$ cat src/cs3_params.svh
// constants for the sinc3 codec datapath
`ifndef CS3_PARAMS_SVH
`define CS3_PARAMS_SVH
`define CS3_OFS_PORT 8'h00
`define CS3_OFS_GAIN 8'h04
`define CS3_OFS_FILT 8'h08
`define CS3_OFS_RATE 8'h0c
`define CS3_OFS_ADC 8'h10
`define CS3_OFS_STAT 8'h14
`define CS3_PM_DATA 0
`define CS3_PM_MIXED 1
`define CS3_FC_BYPASS 5
`define CS3_GC_IN_LSB 0
`define CS3_GC_OUT_LSB 4
`define CS3_RST_REG 8'h00
`define CS3_MOD_DIV 3'h7
`define CS3_BASE_RATIO 9'h020
`define CS3_DATA_FLAG 1'b0
`endif

$ cat src/cs3_pkg.sv
// types for the sinc3 codec datapath
`default_nettype none
package cs3_pkg;
	typedef struct packed {
		logic [7:0] divCnt;
		logic [2:0] ph8;
		logic [8:0] sCnt;
		logic [7:0] portMode;
		logic [7:0] gainCtl;
		logic [7:0] filtCtl;
		logic [1:0] rate;
		logic [1:0] syn;
		logic signed [25:0] i1;
		logic signed [25:0] i2;
		logic signed [25:0] i3;
		logic signed [25:0] d1;
		logic signed [25:0] d2;
		logic signed [25:0] d3;
		logic [15:0] adcWord;
		logic adcValid;
		logic [15:0] dacPend;
		logic dacFresh;
		logic [15:0] dacHold;
		logic signed [41:0] e1;
		logic signed [41:0] e2;
		logic signed [41:0] e3;
		logic signed [41:0] j1;
		logic signed [41:0] j2;
		logic signed [41:0] j3;
		logic [15:0] sdAcc;
		logic dacBit;
		logic [31:0] prdata;
	} cs3_state_t;
endpackage
`default_nettype wire

$ cat src/cs3_datapath.sv
// sinc3 decimator, interpolator and DAC modulator with APB registers
//
// Local design decisions: the placing of the registers and the APB register port.
`include "cs3_params.svh"
`default_nettype none
module cs3_datapath
	import cs3_pkg::*;
#(
	parameter int MCLK_DIV = 1
) (
	input wire logic sys_clk,
	input wire logic rst,
	input wire logic psel,
	input wire logic penable,
	input wire logic pwrite,
	input wire logic [7:0] paddr,
	input wire logic [31:0] pwdata,
	output logic [31:0] prdata,
	output logic pready,
	output logic pslverr,
	input wire logic adcModBit,
	output logic modStrobe,
	output logic [15:0] adcWord,
	output logic adcValid,
	input wire logic dacValid,
	input wire logic [15:0] dacWord,
	output logic dacBit,
	output logic [5:0] inGainDb,
	output logic signed [4:0] outGainDb
);
	initial begin
		if (MCLK_DIV < 1 || MCLK_DIV > 256) begin
			$error("MCLK_DIV out of range");
		end
	end

	cs3_state_t r;
	cs3_state_t n;
	logic mclkTick;
	logic modTick;
	logic sampTick;
	logic [8:0] nMax;
	logic dataMode;
	logic mixedMode;
	logic bypass;
	logic accept;
	logic apbWr;
	logic hit;
	logic signed [25:0] xin;
	logic signed [25:0] c1;
	logic signed [25:0] c2;
	logic signed [25:0] c3;
	logic signed [41:0] u;
	logic signed [41:0] k1;
	logic signed [41:0] k2;
	logic signed [41:0] k3;
	logic [15:0] decSat;
	logic [15:0] intSat;
	logic [15:0] sdIn;
	logic [16:0] sdSum;

	// clamp a wide signed value into a 16-bit word
	function automatic logic [15:0] sat16(input logic signed [41:0] v);
		if (v > 42'sh0_0000_7fff) begin
			return 16'h7fff;
		end else if (v < -42'sh0_0000_8000) begin
			return 16'h8000;
		end
		return v[15:0];
	endfunction

	// input gain table in dB
	function automatic logic [5:0] inDb(input logic [2:0] code);
		unique case (code)
			3'h0: return 6'h00;
			3'h1: return 6'h06;
			3'h2: return 6'h0c;
			3'h3: return 6'h12;
			3'h4: return 6'h14;
			3'h5: return 6'h1a;
			3'h6: return 6'h20;
			3'h7: return 6'h26;
		endcase
	endfunction

	// mode decode and timing strobes
	assign dataMode = r.portMode[`CS3_PM_DATA];
	assign mixedMode = dataMode && r.portMode[`CS3_PM_MIXED];
	assign bypass = r.filtCtl[`CS3_FC_BYPASS];
	assign mclkTick = (r.divCnt == 8'(MCLK_DIV - 1));
	assign modTick = mclkTick && (r.ph8 == `CS3_MOD_DIV);
	assign nMax = 9'((`CS3_BASE_RATIO << r.rate) - 9'h001);
	assign sampTick = modTick && (r.sCnt == nMax);

	// decimator comb section, evaluated once per sample
	assign xin = r.syn[1] ? 26'sh1 : -26'sh1;
	assign c1 = r.i3 - r.d1;
	assign c2 = c1 - r.d2;
	assign c3 = c2 - r.d3;
	// rescale 3*log2(N) growth down to 16 bits
	assign decSat = sat16(42'(c3 >>> (3 * r.rate)));

	// interpolator comb on the held DAC word
	assign u = 42'(signed'(r.dacHold));
	assign k1 = u - r.e1;
	assign k2 = k1 - r.e2;
	assign k3 = k2 - r.e3;
	// zero-stuffed integrators have gain N^2
	assign intSat = sat16(r.j3 >>> (10 + 2 * r.rate));
	assign sdIn = bypass ? r.dacHold : intSat;
	assign sdSum = {1'b0, r.sdAcc} + {1'b0, sdIn ^ 16'h8000};

	// DAC word intake from the serial port side
	assign accept = dacValid && dataMode && (!mixedMode || dacWord[15] == `CS3_DATA_FLAG);

	// APB decode
	assign apbWr = psel && penable && pwrite;
	assign hit = (paddr == `CS3_OFS_PORT) || (paddr == `CS3_OFS_GAIN) ||
		(paddr == `CS3_OFS_FILT) || (paddr == `CS3_OFS_RATE) ||
		(paddr == `CS3_OFS_ADC) || (paddr == `CS3_OFS_STAT);

	// next state
	always_comb begin
		n = r;
		n.syn = {r.syn[0], adcModBit};
		n.divCnt = mclkTick ? 8'h00 : r.divCnt + 8'h01;
		if (mclkTick) begin
			n.ph8 = r.ph8 + 3'h1;
		end
		if (modTick) begin
			n.sCnt = sampTick ? 9'h000 : r.sCnt + 9'h001;
			n.i1 = r.i1 + xin;
			n.i2 = r.i2 + r.i1;
			n.i3 = r.i3 + r.i2;
			n.j1 = r.j1 + (sampTick ? k3 : 42'sh0);
			n.j2 = r.j2 + r.j1;
			n.j3 = r.j3 + r.j2;
			n.sdAcc = sdSum[15:0];
			n.dacBit = sdSum[16];
		end
		n.adcValid = sampTick;
		if (sampTick) begin
			n.d1 = r.i3;
			n.d2 = c1;
			n.d3 = c2;
			n.e1 = u;
			n.e2 = k1;
			n.e3 = k2;
			n.dacHold = r.dacPend;
			n.dacFresh = 1'b0;
			if (mixedMode) begin
				n.adcWord = {`CS3_DATA_FLAG, decSat[15:1]};
			end else if (r.rate == 2'h0) begin
				n.adcWord = {decSat[15:2], 2'b00};
			end else begin
				n.adcWord = decSat;
			end
		end
		// a word arriving with the period boundary still counts as fresh
		if (accept) begin
			n.dacPend = mixedMode ? {dacWord[14:0], 1'b0} : dacWord;
			n.dacFresh = 1'b1;
		end
		// register writes take effect in the access phase
		if (apbWr) begin
			unique case (paddr)
				`CS3_OFS_PORT: n.portMode = pwdata[7:0];
				`CS3_OFS_GAIN: n.gainCtl = pwdata[7:0];
				`CS3_OFS_FILT: n.filtCtl = pwdata[7:0];
				// restart the period count so a smaller ratio cannot strand it above N-1
				`CS3_OFS_RATE: begin
					n.rate = pwdata[1:0];
					n.sCnt = 9'h000;
				end
				default: n.rate = r.rate;
			endcase
		end
		// read data is captured in the setup phase
		if (psel && !penable && !pwrite) begin
			unique case (paddr)
				`CS3_OFS_PORT: n.prdata = {24'h0, r.portMode};
				`CS3_OFS_GAIN: n.prdata = {24'h0, r.gainCtl};
				`CS3_OFS_FILT: n.prdata = {24'h0, r.filtCtl};
				`CS3_OFS_RATE: n.prdata = {30'h0, r.rate};
				`CS3_OFS_ADC: n.prdata = {16'h0, r.adcWord};
				`CS3_OFS_STAT: n.prdata = {31'h0, r.dacFresh};
				default: n.prdata = 32'h0;
			endcase
		end
	end

	// state register
	always_ff @(posedge sys_clk) begin
		if (rst) begin
			r <= '0;
		end else begin
			r <= n;
		end
	end

	// outputs
	assign prdata = r.prdata;
	assign pready = 1'b1;
	assign pslverr = psel && penable && !hit;
	assign modStrobe = modTick;
	assign adcWord = r.adcWord;
	assign adcValid = r.adcValid;
	assign dacBit = r.dacBit;
	assign inGainDb = inDb(r.gainCtl[`CS3_GC_IN_LSB +: 3]);
	assign outGainDb = 5'sh06 - 5'(3 * r.gainCtl[`CS3_GC_OUT_LSB +: 3]);

	// checks
	AST_MOD_RATE: assert property (@(posedge sys_clk) disable iff (rst)
		modTick |=> !modTick [*7]) else $error("modulator strobe faster than 1/8");
	AST_SAMP_ON_MOD: assert property (@(posedge sys_clk) disable iff (rst)
		sampTick |-> modTick && r.sCnt == nMax) else $error("sample tick off grid");
	AST_RATIO: assert property (@(posedge sys_clk) disable iff (rst)
		r.rate == 2'h0 |-> nMax == 9'h01f) else $error("ratio not 32 at top rate");
	AST_LSB_ZERO: assert property (@(posedge sys_clk) disable iff (rst)
		adcValid && r.rate == 2'h0 && !mixedMode |-> adcWord[1:0] == 2'b00)
		else $error("adc lsbs not zero");
	AST_MIXED_FLAG: assert property (@(posedge sys_clk) disable iff (rst)
		adcValid && mixedMode |-> adcWord[15] == `CS3_DATA_FLAG)
		else $error("mixed flag wrong");
	AST_VALID_PULSE: assert property (@(posedge sys_clk) disable iff (rst)
		sampTick |=> adcValid ##1 !adcValid) else $error("adc valid not a pulse");
	AST_REUSE: assert property (@(posedge sys_clk) disable iff (rst)
		sampTick |=> r.dacHold == $past(r.dacPend)) else $error("hold not refreshed");
	AST_BYPASS: assert property (@(posedge sys_clk) disable iff (rst)
		bypass |-> sdIn == r.dacHold) else $error("bypass not taken");
	AST_IN_GAIN: assert property (@(posedge sys_clk) disable iff (rst)
		r.gainCtl[2:0] == 3'h4 |-> inGainDb == 6'h14) else $error("input gain table");
	AST_OUT_GAIN: assert property (@(posedge sys_clk) disable iff (rst)
		r.gainCtl[6:4] == 3'h7 |-> outGainDb == -5'sh0f) else $error("output gain table");
	AST_FRESH: assert property (@(posedge sys_clk) disable iff (rst)
		accept |=> r.dacFresh) else $error("fresh flag lost");
endmodule // cs3_datapath
`default_nettype wire

$ cat config.mk
export PLATFORM = sky130hd
export DESIGN_NAME = cs3_datapath
export DESIGN_NICKNAME = d
export VERILOG_FILES = /design/src/cs3_pkg.sv /design/src/cs3_datapath.sv
export VERILOG_INCLUDE_DIRS = /design/src /design/src/src
export SDC_FILE = /design/constraint.sdc
export NUM_CORES = 2
export LEC_CHECK = 0
export ABC_CLOCK_PERIOD_IN_PS = 7950
export BUFFER_PORTS_ARGS = -buffer_cell sky130_fd_sc_hd__buf_2
export CAP_MARGIN = 20
export CORE_MARGIN = 2
export CORE_UTILIZATION = 58
export CTS_BUF_LIST = sky130_fd_sc_hd__clkbuf_8 sky130_fd_sc_hd__clkbuf_16
export CTS_CLUSTER_DIAMETER = 40
export CTS_CLUSTER_SIZE = 40
export DETAILED_ROUTE_END_ITERATION = 6
export PLACE_DENSITY = 0.78
export SYNTH_ARGS = -nofsm -noshare
export SYNTH_HDL_FRONTEND = slang
export SYNTH_SLANG_ARGS = --single-unit
$ cat constraint.sdc
create_clock -name sys_clk -period 7.95 [get_ports sys_clk]
set_input_delay 0.3975 -clock sys_clk [delete_from_list [all_inputs] [get_ports sys_clk]]
set_output_delay 0.3975 -clock sys_clk [all_outputs]
set_load 0.02 [all_outputs]
==> impl_metrics.csv <==
group,metric,value,unit
route,viasPerCell,5.78,
clock_network,cts.htree.levels,3,
final_layout,fill_cells,4812,
final_layout,layout_commonest_cell,"nand2_1",
grt,antenna_found_initial,0,
floorplanning,rows,89,
worst_setup_path,max_stage_delay,0.51,ns
clock_network,clkLatencyLatePin,0.65,ns
route,num_vias,31955,
worst_setup_path,crit_fanout,6,
floorplanning,dieWidth,250,um
final_layout,final_core_utilization,0.666,
final_layout,seq_area,9390,um2
sta,finalHoldWorstSlack,0.0263,ns
synth,synthArstFlopShare,0,
final_layout,final_layout_size_suffix_gt1_frac,0.0962,
synth,synth_seq_cells,469,
sta,worst_slew_pin_slew,1.16,ns
synth,synth_edf_count,0,
floorplanning,fp.coreArea,59400,um2
synth,syn_inst,4663,
final_layout,layout_common_cells,"770 x nand2_1, 583 x a21oi_1, 467 x dfxtp_1",
sta,fmax,129,MHz
power_and_ir_drop,power_density,177,nW/um2
run,max_cap_violations,0,
synth,yosys_most_used_dff,"dfxtp_1",
placement,numPortBuffers,84,
floorplanning,die_area,62300,um2
route,drc_errors,0,
route,drtPass1Iterations,6,
worst_setup_path,crit_required,8.49,ns
placement,place_congestion,0.889,
floorplanning,start_util,0.589,
worst_setup_path,cp-end-kind,"register",
final_layout,fin_nets,5120,
power_and_ir_drop,irDropWorstVdd,0.171,mV
placement,dpl.hpwl,58800,um
final_layout,diodes,0,
route,drt_iter0_drc,2236,
power_and_ir_drop,leakage,16.6,nW
clock_network,cts_buffers,86,
synth,synth-seq-area-share,0.269,
sta,hold_viol_final,0,
grt,grt_util_all_layers,0.263,
worst_hold_path,hold_path_end,"r[533]",
final_layout,finalInstanceArea,39500,um2
floorplanning,boundaryPins,127,
grt,grt_pass1_wl,141000,um
worst_setup_path,rr_endpoint,"adcWord[0]",
synth,synth_cell_types,88,
placement,dpl_cell_area,35800,um2
worst_hold_path,hp-class,"in -> reg",
route,route.detailed.wl_per_inst,15.5,um
route,ant_nets,0,
worst_setup_path,crit_path_frequent_cell,"a21oi_2",
worst_hold_path,min_path_cells,3,
sta,max_slew_margin,0.228,
sta,fin_crit_sh,0.975,
run_status,status,"finished clean",
worst_setup_path,critPathKind,"reg -> reg",
grt,grt_pass1_vias,29180,
clock_network,cts_root_buffer,"clkbuf_16",
clock_network,cts_tree,"built",
worst_hold_path,hp-start,"pwdata[6]",
clock_network,ctsLongestPathBuffers,3,
sta,slew_violations,0,
worst_setup_path,worstReg2RegStart,"r[429]",
grt,gr-total-overflow,0,
synth,syn_area,35000,um2
worst_setup_path,cpLargestDelayFamily,"compound AO/OA/AOI/OAI gates",
worst_setup_path,cp_slowest_cell,"or4_1",
worst_setup_path,crit_buf_inv,2,
worst_setup_path,reg2reg_slack,0.20,ns
grt,grt_max_degree,191,
floorplanning,die_height,250,um
sta,fin_skew,0.0257,ns
synth,synth.avg_cell_area,7.50,um2
power_and_ir_drop,finalPower,7.01,mW
clock_network,clock-sinks,469,
final_layout,area_delta_synth_final,13.0,%
sta,setup_viol,0,
worst_setup_path,reg2reg_depth,36,
clock_network,clk_pin_slew,0.06,ns
worst_setup_path,critical_path_arrival,8.29,ns
sta,min_period,7.75,ns
synth,synth_warnings,0,
worst_setup_path,crit_path_start_kind,"register",
route,totalWireLength,85800,um
final_layout,multi_input_area,23800,um2
cells by family (layout without fill, tap and decap cells):
group	Yosys count	in the layout	synth area share
AO/OA/AOI/OAI	1300	1300	0.227
buffers and inverters	516	597	0.0610
XOR/XNOR	277	277	0.0700
other	2	18	0.000215
multiplexers	107	107	0.0365
AND/OR/NAND/NOR	1622	1622	0.201
flip-flops	469	469	0.269
adder cells (fa/ha/maj)	370	370	0.135
cell type report:
cell class,instances,area share
timing repair buffer,172,0.0297
tap,773,0.0245
clock inverter,69,0.0226
clock buffer,92,0.0568
inverter,264,0.0252
sequential,469,0.238
multi-input combinational,3694,0.603
synthesized netlist by cell type, types with 32 or more instances:
cell / n / area [um2]
xnor2_1: 182 / 1590
xor2_1: 93 / 815
o21bai_1: 37 / 278
a21oi_1: 606 / 3030
buf_4: 51 / 383
nand3_1: 77 / 385
o21a_1: 59 / 443
inv_1: 258 / 968
a21o_1: 106 / 796
nor2_1: 420 / 1580
ha_1: 356 / 4450
mux2i_1: 79 / 791
and3_1: 32 / 200
nand2_1: 773 / 2900
nor3_1: 90 / 450
a211oi_1: 89 / 668
clkbuf_1: 180 / 676
o21ai_0: 181 / 906
or3_1: 34 / 213
nor2b_1: 71 / 444
dfxtp_1: 469 / 9390
per-layer routing:
layer	track usage	wire length, um	vias up
met5	0	0	-
li1	-	-	16260
met3	0.0355	4860	159
met1	0.373	41200	14695
met2	0.417	37700	841
met4	0.0744	2060	0
state kept, by name, summed over array words and instances (netlist names):
signal,cells
adcWord,16
inGainDb,5
bypass,1
prdata,16
dataMode,1
adcValid,1
n,1
r,427
dacBit,1
power breakdown:
group | total [mW] | leakage, nW | switching [mW] | internal (mW)
sequential | 2.36 | 3.78 | 0.00371 | 2.36
combinational | 0.719 | 11.3 | 0.416 | 0.304
clock | 3.92 | 1.52 | 1.43 | 2.49
how the worst max path moves through the flow:
stage                     startpoint    endpoint  slack, ns  cells past startpoint
after floorplan               r[509]       r[47]       0.27                     34
after global placement        r[301]      r[173]       0.25                     42
after detailed placement      r[301]      r[173]       0.11                     39
after CTS                     r[301]      r[174]       0.03                     43
after global routing          r[429]  adcWord[0]      -0.20                     36
final                         r[429]  adcWord[0]       0.20                     36
worst register-to-register path: cells and delay by family, from the launching register on:
kind | cells | cell delay, ns
fa+ha+maj | 4 | 1.20
xor+xnor | 2 | 0.27
compound gates | 20 | 4.08
flops | 1 | 0.33
simple gates | 8 | 1.66
buf+inv | 2 | 0.12
per-stage QoR:
stage,cells,setup TNS (ns),worst slack [ns]
finish,5533,0,0.196
global route,5533,-0.844,-0.201
CTS,5506,0,0.0318
detailed placement,5337,0,0.114
global placement,5337,0,0.249
floorplan,4679,0,0.274
repair_timing:
action,in CTS,in global routing
endpoints found under the setup margin,1,34
buffers inserted,0,26
hold buffers,8,0
gates resized for setup,1,107
endpoints found under the hold margin,8,0
pin swaps,0,52
cloned,0,0
(Power assumes the default switching activity.)
